File: config.mk
export PLATFORM = sky130hd
export DESIGN_NAME = pmc_power_mode_controller
export DESIGN_NICKNAME = d
export VERILOG_FILES = /design/src/verilog/pmc_pkg.sv /design/src/verilog/pmc_power_mode_controller.sv
export SDC_FILE = /design/constraint.sdc
export NUM_CORES = 1
export LEC_CHECK = 0
export BUFFER_PORTS_ARGS = -buffer_cell sky130_fd_sc_hd__buf_4
export CAP_MARGIN = 0
export CORE_UTILIZATION = 52
export DETAILED_ROUTE_END_ITERATION = 8
export PLACE_DENSITY = 0.92
export REMOVE_ABC_BUFFERS = 1
export SLEW_MARGIN = 40
export SYNTH_ARGS = -nofsm -noshare
export SYNTH_HDL_FRONTEND = slang
export SYNTH_SLANG_ARGS = --single-unit
File: constraint.sdc
create_clock -name clk -period 2.6 [get_ports clk]
set_clock_uncertainty 0.15 [all_clocks]
set_input_delay 0 -clock clk [delete_from_list [all_inputs] [get_ports clk]]
set_output_delay 0 -clock clk [all_outputs]
set_load 0.05 [all_outputs]
File: src/verilog/pmc_pkg.sv
// Package for the power mode controller: register map, fields, modes
`default_nettype none
package pmc_pkg;
  localparam logic [3:0] ADDR_POWER_CONTROL_ZERO = 4'h0;
  localparam logic [3:0] ADDR_POWER_CONTROL_ONE  = 4'h1;
  localparam logic [3:0] ADDR_REGULATOR_CONTROL  = 4'h2;
  localparam logic [3:0] ADDR_CLOCK_SELECT       = 4'h3;
  localparam logic [3:0] ADDR_PERIPH_ENABLE      = 4'h4;
  localparam logic [3:0] ADDR_MATCH_ENABLE_LO    = 4'h5;
  localparam logic [3:0] ADDR_MATCH_ENABLE_MID   = 4'h6;
  localparam logic [3:0] ADDR_MATCH_ENABLE_HI    = 4'h7;
  localparam logic [3:0] ADDR_STATUS             = 4'h8;
  localparam logic [3:0] ADDR_RETAIN_CONTROL     = 4'h9;
  localparam logic [3:0] ADDR_WAKE_ENABLE        = 4'hA;

  // power_control_zero fields
  localparam int IDLE_BIT    = 0;
  localparam int STOP_BIT    = 1;
  // power_control_one fields
  localparam int SUSPEND_BIT = 0;
  localparam int SNOOZE_BIT  = 1;
  // regulator_control field
  localparam int STOP_CONFIG_FLAG_BIT = 0;
  // clock select encoding
  localparam logic [1:0] CLK_SEL_FAST_OSC_24M = 2'h0;
  localparam logic [1:0] CLK_SEL_FAST_OSC_72M = 2'h1;
  localparam logic [1:0] CLK_SEL_EXTERNAL     = 2'h2;
  localparam logic [1:0] CLK_SEL_RESET        = 2'h0;
  // wake source indices
  localparam int WAKE_TIMER4  = 0;
  localparam int WAKE_SERIAL  = 1;
  localparam int WAKE_TWOWIRE = 2;
  localparam int WAKE_MATCH   = 3;
  localparam int WAKE_COMP0   = 4;
  localparam int WAKE_CLU     = 5;
  localparam int WAKE_COUNT   = 6;
  localparam logic [7:0] WAKE_ENABLE_RESET  = 8'h3F;
  localparam logic [7:0] PERIPH_ENABLE_RESET = 8'h00;

  typedef enum logic [2:0] {
    MODE_NORMAL,
    MODE_IDLE,
    MODE_SUSPEND,
    MODE_SNOOZE,
    MODE_STOP,
    MODE_SHUTDOWN
  } pmc_mode_t;
endpackage : pmc_pkg
`default_nettype wire

File: src/verilog/pmc_power_mode_controller.sv
// Power mode controller: mode sequencing, clock gating, wake and pin retention
`timescale 1ns/1ps
`default_nettype none

// Functional notes
// - Normal mode keeps core and the enabled peripherals clocked.
// - Idle bit halts core, peripherals stay clocked; any interrupt ends idle.
// - Suspend and snooze halt core, peripheral clocks, and both fast oscillators.
// - Suspend keeps regulator normal bias; six listed wake sources end it.
// - Snooze puts regulator in low bias, same wake sources as suspend.
// - Timers 3 and 4 may run from slow oscillator in suspend and snooze.
// - Wake from idle, suspend or snooze resumes code, no reset.
// - Stop shuts power nets, holds pins, exits on any reset source.
// - Shutdown powers down, holds pins, exits only on pin or power-on reset.
// - Unused digital peripheral clocks are gated off.
// - Pin configuration retained through most resets when retention is used.
// - Up to 24 port match sources share one vector and wake the device.
module pmc_power_mode_controller #(
  parameter int MATCH_PINS   = 24,
  parameter int PERIPH_COUNT = 8
) (
  input  wire logic                    clk,
  input  wire logic                    reset,
  input  wire logic [3:0]              regAddr,
  input  wire logic [7:0]              regWriteData,
  input  wire logic                    regWrite,
  input  wire logic                    regRead,
  output logic [7:0]                   regReadData,
  input  wire logic                    anyInterrupt,
  input  wire logic                    timer4Event,
  input  wire logic                    serialPeriphPortActivity,
  input  wire logic                    twoWirePortSlaveActivity,
  input  wire logic                    comparator0Falling,
  input  wire logic                    configLogicUnitIrq,
  input  wire logic [MATCH_PINS-1:0]   portPins,
  input  wire logic [MATCH_PINS-1:0]   portMatchValue,
  input  wire logic                    resetPinEvent,
  input  wire logic                    powerOnEvent,
  input  wire logic                    otherResetEvent,
  output logic                         coreClockEnable,
  output logic [PERIPH_COUNT-1:0]      periphClockEnable,
  output logic                         fastOsc24mEnable,
  output logic                         fastOsc72mEnable,
  output logic                         slowOsc80kTimerEnable,
  output logic                         regulatorLowBias,
  output logic                         powerNetsEnable,
  output logic                         pinHold,
  output logic                         portMatchIrq,
  output logic                         wakeResume,
  output logic                         deviceResetRequest,
  output pmc_pkg::pmc_mode_t           currentMode
);
  import pmc_pkg::*;

  ////////////////////////////////////////////////////////////////////////////
  // Local field layout

  // Widths the register map can serve; the parameters may only shrink them
  localparam int MATCH_LANES    = 24;
  localparam int PERIPH_LANES   = 8;
  localparam int BYTE_WIDTH     = 8;
  localparam int MATCH_LO_BASE  = 0;
  localparam int MATCH_MID_BASE = 8;
  localparam int MATCH_HI_BASE  = 16;
  localparam int CLK_SEL_WIDTH  = 2;
  localparam int RETAIN_BIT     = 0;

  // Larger values would leave lanes or clocks with no register behind them
  if (MATCH_PINS < 1 || MATCH_PINS > MATCH_LANES)
  begin : gBadMatchPins
    $error("MATCH_PINS must lie between 1 and 24");
  end
  if (PERIPH_COUNT < 1 || PERIPH_COUNT > PERIPH_LANES)
  begin : gBadPeriphCount
    $error("PERIPH_COUNT must lie between 1 and 8");
  end

  ////////////////////////////////////////////////////////////////////////////
  // State

  typedef struct packed {
    pmc_mode_t         mode;
    logic              idleReq;
    logic              stopReq;
    logic              suspendReq;
    logic              snoozeReq;
    logic              stopConfigFlag;
    logic [1:0]        clockSelect;
    logic [7:0]        periphEnable;
    logic [23:0]       matchEnable;
    logic [7:0]        wakeEnable;
    logic              retainEnable;
    logic              retainLatched;
    logic              wakePulse;
    logic              resetReq;
    logic [7:0]        readData;
  } pmc_state_t;

  // Power-up image; the reset branch loads only this constant
  localparam pmc_state_t STATE_RESET = '{
    mode:           MODE_NORMAL,
    idleReq:        1'b0,
    stopReq:        1'b0,
    suspendReq:     1'b0,
    snoozeReq:      1'b0,
    stopConfigFlag: 1'b0,
    clockSelect:    CLK_SEL_RESET,
    periphEnable:   PERIPH_ENABLE_RESET,
    matchEnable:    24'h000000,
    wakeEnable:     WAKE_ENABLE_RESET,
    retainEnable:   1'b0,
    retainLatched:  1'b0,
    wakePulse:      1'b0,
    resetReq:       1'b0,
    readData:       8'h00
  };

  pmc_state_t state_q;
  pmc_state_t state_d;

  ////////////////////////////////////////////////////////////////////////////
  // Port match and wake decode

  logic [MATCH_LANES-1:0] matchHits;
  logic [WAKE_COUNT-1:0] wakeSources;
  logic        lowPowerWake;

  // Unused match lanes stay zero so the shared vector ignores them
  genvar gi;
  generate
    for (gi = 0; gi < MATCH_LANES; gi++)
    begin : gMatch
      if (gi < MATCH_PINS)
      begin : gUsed
        assign matchHits[gi] = state_q.matchEnable[gi] & (portPins[gi] != portMatchValue[gi]);
      end
      else
      begin : gUnused
        assign matchHits[gi] = 1'b0;
      end
    end
  endgenerate

  // Wake inputs are levels; a pulse must span one rising edge
  always_comb
  begin
    wakeSources               = '0;
    wakeSources[WAKE_TIMER4]  = timer4Event;
    wakeSources[WAKE_SERIAL]  = serialPeriphPortActivity;
    wakeSources[WAKE_TWOWIRE] = twoWirePortSlaveActivity;
    wakeSources[WAKE_MATCH]   = |matchHits;
    wakeSources[WAKE_COMP0]   = comparator0Falling;
    wakeSources[WAKE_CLU]     = configLogicUnitIrq;
  end

  // A masked port match still raises portMatchIrq; masked sources cannot end a sleep
  assign lowPowerWake = |(wakeSources & state_q.wakeEnable[WAKE_COUNT-1:0]);

  function automatic logic isLowPower(input pmc_mode_t m);
    isLowPower = (m == MODE_SUSPEND) || (m == MODE_SNOOZE);
  endfunction : isLowPower

  function automatic logic isPoweredDown(input pmc_mode_t m);
    isPoweredDown = (m == MODE_STOP) || (m == MODE_SHUTDOWN);
  endfunction : isPoweredDown

  // Normal and idle keep the 24 MHz oscillator, the 72 MHz one when selected, and enabled peripheral clocks alive
  function automatic logic keepsFastClocks(input pmc_mode_t m);
    keepsFastClocks = (m == MODE_NORMAL) || (m == MODE_IDLE);
  endfunction : keepsFastClocks

  ////////////////////////////////////////////////////////////////////////////
  // Next state

  always_comb
  begin
    state_d           = state_q;
    state_d.wakePulse = 1'b0;
    state_d.resetReq  = 1'b0;
    state_d.readData  = 8'h00;

    // Register writes; powered-down modes ignore bus writes but still serve reads
    if (regWrite && !isPoweredDown(state_q.mode))
    begin
      unique case (regAddr)
        ADDR_POWER_CONTROL_ZERO:
        begin
          state_d.idleReq = regWriteData[IDLE_BIT];
          state_d.stopReq = regWriteData[STOP_BIT];
        end
        ADDR_POWER_CONTROL_ONE:
        begin
          state_d.suspendReq = regWriteData[SUSPEND_BIT];
          state_d.snoozeReq  = regWriteData[SNOOZE_BIT];
        end
        ADDR_REGULATOR_CONTROL: state_d.stopConfigFlag = regWriteData[STOP_CONFIG_FLAG_BIT];
        ADDR_CLOCK_SELECT:      state_d.clockSelect    = regWriteData[CLK_SEL_WIDTH-1:0];
        ADDR_PERIPH_ENABLE:     state_d.periphEnable   = regWriteData;
        ADDR_MATCH_ENABLE_LO:   state_d.matchEnable[MATCH_LO_BASE +: BYTE_WIDTH]  = regWriteData;
        ADDR_MATCH_ENABLE_MID:  state_d.matchEnable[MATCH_MID_BASE +: BYTE_WIDTH] = regWriteData;
        ADDR_MATCH_ENABLE_HI:   state_d.matchEnable[MATCH_HI_BASE +: BYTE_WIDTH]  = regWriteData;
        ADDR_RETAIN_CONTROL:    state_d.retainEnable   = regWriteData[RETAIN_BIT];
        ADDR_WAKE_ENABLE:       state_d.wakeEnable     = regWriteData;
        default:                state_d.readData       = 8'h00;
      endcase
    end

    // Read data stands one cycle only; the bus never waits
    if (regRead)
    begin
      unique case (regAddr)
        ADDR_POWER_CONTROL_ZERO: state_d.readData = {6'h00, state_q.stopReq, state_q.idleReq};
        ADDR_POWER_CONTROL_ONE:  state_d.readData = {6'h00, state_q.snoozeReq, state_q.suspendReq};
        ADDR_REGULATOR_CONTROL:  state_d.readData = {7'h00, state_q.stopConfigFlag};
        ADDR_CLOCK_SELECT:       state_d.readData = {6'h00, state_q.clockSelect};
        ADDR_PERIPH_ENABLE:      state_d.readData = state_q.periphEnable;
        ADDR_MATCH_ENABLE_LO:    state_d.readData = state_q.matchEnable[MATCH_LO_BASE +: BYTE_WIDTH];
        ADDR_MATCH_ENABLE_MID:   state_d.readData = state_q.matchEnable[MATCH_MID_BASE +: BYTE_WIDTH];
        ADDR_MATCH_ENABLE_HI:    state_d.readData = state_q.matchEnable[MATCH_HI_BASE +: BYTE_WIDTH];
        ADDR_STATUS:             state_d.readData = {state_q.retainLatched, 4'h0, 3'(state_q.mode)};
        ADDR_RETAIN_CONTROL:     state_d.readData = {7'h00, state_q.retainEnable};
        ADDR_WAKE_ENABLE:        state_d.readData = state_q.wakeEnable;
        default:                 state_d.readData = 8'h00;
      endcase
    end

    unique case (state_q.mode)
      MODE_NORMAL:
      begin
        // Requests act one cycle after the write; stop outranks the rest
        if (state_q.stopReq)
        begin
          state_d.mode          = state_q.stopConfigFlag ? MODE_SHUTDOWN : MODE_STOP;
          // Captured at entry so a later write cannot release held pins
          state_d.retainLatched = state_q.retainEnable;
        end
        else if (state_q.snoozeReq)
          state_d.mode = MODE_SNOOZE;
        else if (state_q.suspendReq)
          state_d.mode = MODE_SUSPEND;
        else if (state_q.idleReq)
          state_d.mode = MODE_IDLE;
      end
      MODE_IDLE:
      begin
        // Only the interrupt line ends idle, not the sleep wake sources
        if (anyInterrupt)
        begin
          state_d.mode      = MODE_NORMAL;
          state_d.idleReq   = 1'b0;
          state_d.wakePulse = 1'b1;
        end
      end
      MODE_SUSPEND, MODE_SNOOZE:
      begin
        if (lowPowerWake)
        begin
          state_d.mode       = MODE_NORMAL;
          state_d.suspendReq = 1'b0;
          state_d.snoozeReq  = 1'b0;
          // A stale idle bit would otherwise drop straight back into idle
          state_d.idleReq    = 1'b0;
          state_d.wakePulse  = 1'b1;
        end
      end
      MODE_STOP:
      begin
        // Any reset source restarts the core from its reset vector
        if (resetPinEvent || powerOnEvent || otherResetEvent)
        begin
          state_d.mode     = MODE_NORMAL;
          state_d.stopReq  = 1'b0;
          state_d.resetReq = 1'b1;
        end
      end
      MODE_SHUTDOWN:
      begin
        // Only pin or power-on reset ends shutdown
        if (resetPinEvent || powerOnEvent)
        begin
          state_d.mode     = MODE_NORMAL;
          state_d.stopReq  = 1'b0;
          state_d.resetReq = 1'b1;
        end
      end
      default:
      begin
        // Undefined mode code: fall back to normal so the core is never stranded
        state_d.mode = MODE_NORMAL;
      end
    endcase

    // Power-on always drops retention; other resets keep it when enabled
    if (powerOnEvent)
      state_d.retainLatched = 1'b0;
  end

  always_ff @(posedge clk or posedge reset)
  begin
    if (reset)
    begin
      state_q <= STATE_RESET;
    end
    else
    begin
      state_q <= state_d;
    end
  end

  ////////////////////////////////////////////////////////////////////////////
  // Outputs

  // Core clock runs only in normal mode
  assign coreClockEnable = (state_q.mode == MODE_NORMAL);

  // Peripheral clocks gated by enable; halted in suspend, snooze and power-down
  assign periphClockEnable = keepsFastClocks(state_q.mode)
                             ? state_q.periphEnable[PERIPH_COUNT-1:0] : '0;

  assign fastOsc24mEnable = keepsFastClocks(state_q.mode);
  // No hardware check of the clock select before sleep; firmware owns that order
  assign fastOsc72mEnable = keepsFastClocks(state_q.mode)
                            && (state_q.clockSelect == CLK_SEL_FAST_OSC_72M);

  // Slow oscillator only while the sleep timers need it
  assign slowOsc80kTimerEnable = isLowPower(state_q.mode);
  // Low bias trades wake latency for sleep current
  assign regulatorLowBias      = (state_q.mode == MODE_SNOOZE);
  assign powerNetsEnable       = !isPoweredDown(state_q.mode);
  // Retained pins stay held after exit until a power-on reset
  assign pinHold               = isPoweredDown(state_q.mode) || state_q.retainLatched;
  assign portMatchIrq          = |matchHits;
  assign wakeResume            = state_q.wakePulse;
  // One-cycle pulse; the system reset logic stretches it
  assign deviceResetRequest    = state_q.resetReq;
  assign currentMode           = state_q.mode;
  assign regReadData           = state_q.readData;
endmodule : pmc_power_mode_controller
`default_nettype wire

; ---- Word level (Yosys, flattened, before mapping)
; Index checks and enable logic that the tools add are counted.
[word_totals]
reg_bits = 62
word_cells = 152
output_inout_bits = 29
[op_classes]
n_eq_ne = 45
muxes = 39
n_bitwise = 25
n_reduce_logical = 26
[ops]
columns = cell, count
row1 = $pmux W8 S11, 1
row2 = $mux W8, 7
row3 = $mux W48, 1
row4 = $and A1 B1 Y1, 24
row5 = $ne A1 B1 Y1, 24
row6 = $reduce_or A24 Y1, 1
row7 = $mux W3, 6
row8 = $reduce_and A2 Y1, 9
row9 = $eq A4 B3 Y1 const B, 4
row10 = $pmux W3 S5, 1
row11 = $eq A4 B4 Y1 const B, 3
row12 = $mux W1, 12
row13 = $mux W2, 5
row14 = $eq A4 B2 Y1 const B, 2
row15 = $mux W4, 2
row16 = $ne A2 B2 Y1 const B, 4
row17 = $pmux W1 S2, 4
row18 = $and A6 B6 Y6, 1
row19 = $eq A3 B2 Y1 const B, 2
row20 = $eq A3 B3 Y1 const B, 2
row21 = $logic_or A1 B1 Y1, 6
row22 = $reduce_or A6 Y1, 1
row23 = $ne A5 B1 Y1 const B, 1
row24 = $reduce_and A5 Y1, 1
row25 = 9 further kinds, 11

; ---- Logic depth before layout (Yosys ltp)
[depth]
word_depth = 7
depth_mapped = 6

; ---- Least setup slack after synthesis
; Ideal clock, no wire load.
[synth_timing]
kind = register to register
from = register state_q (netlist bit currentMode[2])
to = register state_q[10] (netlist bit)
path_stages_with_launch = 6
setup_time_ns = 0.123
setup_slack_ns = 0.244
arrival_ns = 2.082
cell_sequence = dfrtp_1 -> buf_2 -> nor3_1 -> nand2_1 -> nand2_1 -> a21oi_1
[synth_between]
elab_chain_len = 3
[synth_rtl]
columns = element, line
row1 = start: declaration, pmc_power_mode_controller.sv:118  ; pmc_state_t state_q;
row2 = start signal: assignment, pmc_power_mode_controller.sv:306  ; state_q <= state_d;
row3 = $logic_not A3 Y1, --
row4 = named net coreClockEnable, pmc_power_mode_controller.sv:40  ; output logic coreClockEnable,
row5 = $reduce_bool A2 Y1 (no line), --
row6 = $reduce_and A2 Y1 (no line), --
; The timed path passes the listed nets, and every way through them passes these cells.
; A chain may end at the register's enable or synchronous reset.

; ---- Final worst setup path
[layout_timing]
from = register state_q (netlist bit currentMode[2])
to = register state_q[52] (netlist bit)
[layout_between]
elab_chain_len = 5
[layout_rtl]
columns = element, line
row1 = $eq A3 B3 Y1, pmc_power_mode_controller.sv:164  ; isPoweredDown = (m == MODE_STOP) || (m == MODE_SHUTDOWN);
row2 = $logic_or A1 B1 Y1 (*), pmc_power_mode_controller.sv:164
row3 = $logic_not A1 Y1 (*), pmc_power_mode_controller.sv:183  ; if (regWrite && !isPoweredDown(state_q.mode))
row4 = $logic_and A1 B1 Y1 (*), pmc_power_mode_controller.sv:183
row5 = $reduce_and A2 Y1 (no line) (*), --
; Mark *: on every way between the ends. The rest lies on a longest branch, timed or not.

==> run_results.csv <==
group,metric,value,unit
cells_and_area,n_antenna_cell,0,
global_route,antenna_found_initial,0,
min_path,hold_class,"in2async",
floorplanning,die_area,0.00693,mm^2
setup_path,slowest_stage,"dlygate4sd3_1",
timing,rsz0062_at_grt,"false",
cells_and_area,finalNonFillerCells,504,
timing,worst_pin_slew,0.683,ns
setup_path,startpoint_type,"flop",
placed_design,place_congestion,0.933,
floorplanning,io_pins,102,
cts,h-tree-depth,3,
setup_path,required,2.68,ns
timing,maxSlewViolCount,0,
cells_and_area,fillers,417,
floorplanning,initial_core_util,0.541,
route,first_pass_iters,5,
timing,min_period,2.35,ns
yosys,synth-edff-count,0,
setup_path,path_class,"reg2reg",
global_route,grt_pass1_vias,3173,
timing,setup_tns,0,ns
cells_and_area,final_layout_size_suffix_gt1_frac,0.438,
cts,cts_tree,"yes",
global_route,grt_first_pass_wirelength,16300,um
job,maxCapViolCount,0,
yosys,synth-main-ff-cell,"dfrtp_1",
cts,cts_root_buffer,"clkbuf_8",
route,wirelength,10400,um
cells_and_area,layout_common_cells,"buf_4 (104), dfrtp_1 (56), mux2_2 (46)",
placed_design,dp_cells,464,
cts,clk_pin_slew,0.07,ns
cells_and_area,final_common_cell,"buf_4",
setup_path,arrival,2.44,ns
yosys,netlist-cell-type-count,47,
cells_and_area,seq_area,0.00156,mm^2
yosys,netlist_instances,306,
timing,maxSlewHeadroom,0.541,
yosys,synthArstFlopShare,1.00,
route,ant_nets,0,
timing,setup_viol,0,
cts,postCtsResizedCells,0,
cts,clock_sinks,62,
cts,cts_buffers,9,
yosys,synth-seq-cells,62,
route,via_per_inst,6.25,
global_route,grt_overflow_total,0,
floorplanning,fp.dieH,83.3,um
timing,max_freq,425,MHz
timing,fin_crit_sh,0.905,
route,drt_iter0_drc,501,
pwr,ir_worst_vdd,804,uV
yosys,yosys_warnings,0,
floorplanning,row_count,29,
cts,clkLatencyLatePin,0.35,ns
setup_path,path_delay_family,"simple AND/OR/NAND/NOR gates",
setup_path,path_max_fanout,10,
pwr,p_leak,2.14,nW
floorplanning,coreArea,0.00635,mm^2
global_route,grtUsageTotal,0.307,
route,vias,3150,
timing,whs,0.00143,ns
yosys,syn_area_per_cell,11.2,um^2
global_route,grt_max_degree,32,
placed_design,io_buffers,101,
setup_path,worst_setup_path_end_kind,"flop",
pwr,power_density,918,mW/mm^2
run_status,status,"completed",
cells_and_area,area_growth,33.4,%
cells_and_area,nets,496,
setup_path,crit_chain,"nand2b_2 -> and3_1 -> nand3_1 -> dlygate4sd3_1 -> mux2_2",
setup_path,max_stage_delay,0.58,ns
placed_design,dp_hpwl,7350,um
yosys,synth_area,0.00343,mm^2
setup_path,worst-path-buf-inv,1,
cells_and_area,multi_input_area,0.00170,mm^2
yosys,ys_seq_area_frac,0.454,
timing,hold_violations,0,
route,drc,0,
cts,clockBufferDepth,2,
route,wl_per_cell,20.6,um
floorplanning,die_w,83.3,um
## repair_timing
action,in CTS,in global routing
endpoints found under the setup margin,0,0
hold buffers,24,1
hold endpoints to repair,113,7
setup buffers,0,0
## sequential cells by signal, indices dropped and copies added (netlist names)
signal,flops
state_q,49
regReadData,8
currentMode,3
deviceResetRequest,1
wakeResume,1
## synthesized netlist by cell type, types with 2 or more instances
master	count	area (um^2)
and3_1	7	43.8
nand4_1	3	18.8
a32o_1	2	20.0
mux2i_1	3	30.0
dfrtp_1	56	1400
inv_1	4	15.0
nor2b_1	2	12.5
a31oi_1	8	50.1
a22oi_1	29	218
and4_1	3	26.3
xor2_1	24	210
nor3_1	2	10.0
nand2b_1	2	12.5
nand2_4	3	33.8
buf_4	16	120
nand3_1	8	40.0
buf_2	3	15.0
mux2_2	46	518
nor2_1	8	30.0
a21oi_1	9	45.0
inv_2	2	7.51
a211oi_1	2	15.0
clkbuf_1	3	11.3
dfstp_2	6	158
nand2_2	2	12.5
a22o_1	2	17.5
and2_1	11	68.8
nand2_1	16	60.1
o21ai_0	6	30.0
## cell type report
type | instances | share of cell area
inverters | 6 | 0.00492
clock buffers | 11 | 0.0331
clock inverters | 4 | 0.00492
multi-input cells | 215 | 0.371
well taps | 77 | 0.0210
flip-flops and latches | 62 | 0.340
repair buffers | 129 | 0.225
## routing by layer
layer	up-vias	share of wire	wire length, um	GRT usage
met3	41	0.12	1210	0.0915
met4	0	0.039	403	0.138
li1	1352	-	-	-
met1	1478	0.36	3730	0.380
met2	279	0.48	5030	0.496
met5	-	0	0	0
## final timing paths
path                                            start                         end  slack [ns]  cells after the start
setup reg to reg           currentMode[2]$_DFFE_PP0P_     state_q[52]$_DFFE_PP0P_        0.25                      5
min in group clk             twoWirePortSlaveActivity  currentMode[0]$_DFFE_PP0P_        0.20                      6
max in group asynchronous                       reset     state_q[13]$_DFFE_PP1P_        1.58                      4
hold reg to reg               state_q[18]$_DFFE_PP0P_     state_q[18]$_DFFE_PP0P_        0.36                      1
hold / removal                                  reset    regReadData[1]$_DFF_PP0_       0.001                      3
setup / recovery           currentMode[2]$_DFFE_PP0P_     state_q[52]$_DFFE_PP0P_        0.25                      5
## worst register-to-register path, cell delays in order (launching register included)
cell and delay (ns):
dfrtp_1 0.55, nand2b_2 0.21, and3_1 0.30, nand3_1 0.11
dlygate4sd3_1 0.58, mux2_2 0.34
## per-stage QoR
step	util	power (W)	setup slack (ns)	area [um^2]
detailed placement	0.654	0.00335	0.613	4150
floorplan	-	0.00270	0.0485	3280
global route	0.721	0.00436	0.165	4580
finish	0.721	0.00421	0.248	4580
global placement	0.654	0.00328	0.707	4150
CTS	0.719	0.00416	0.311	4570
## power by group
group | switching (W) | leakage (nW) | total (W) | internal [W]
Combinational | 0.00108 | 1.27 | 0.00182 | 0.000742
Sequential | 0.000329 | 0.774 | 0.00162 | 0.00129
Clock | 0.000379 | 0.0910 | 0.000766 | 0.000387
Total | 0.00179 | 2.14 | 0.00421 | 0.00242
## kinds of logic after synthesis
logic type      count (synthesis)  synth area share
buf+inv                        29            0.0525
xor+xnor                       24            0.0612
simple gates                   74             0.126
flops                          62             0.454
compound gates                 67             0.144
mux                            50             0.163
(Power assumes the default switching activity.)
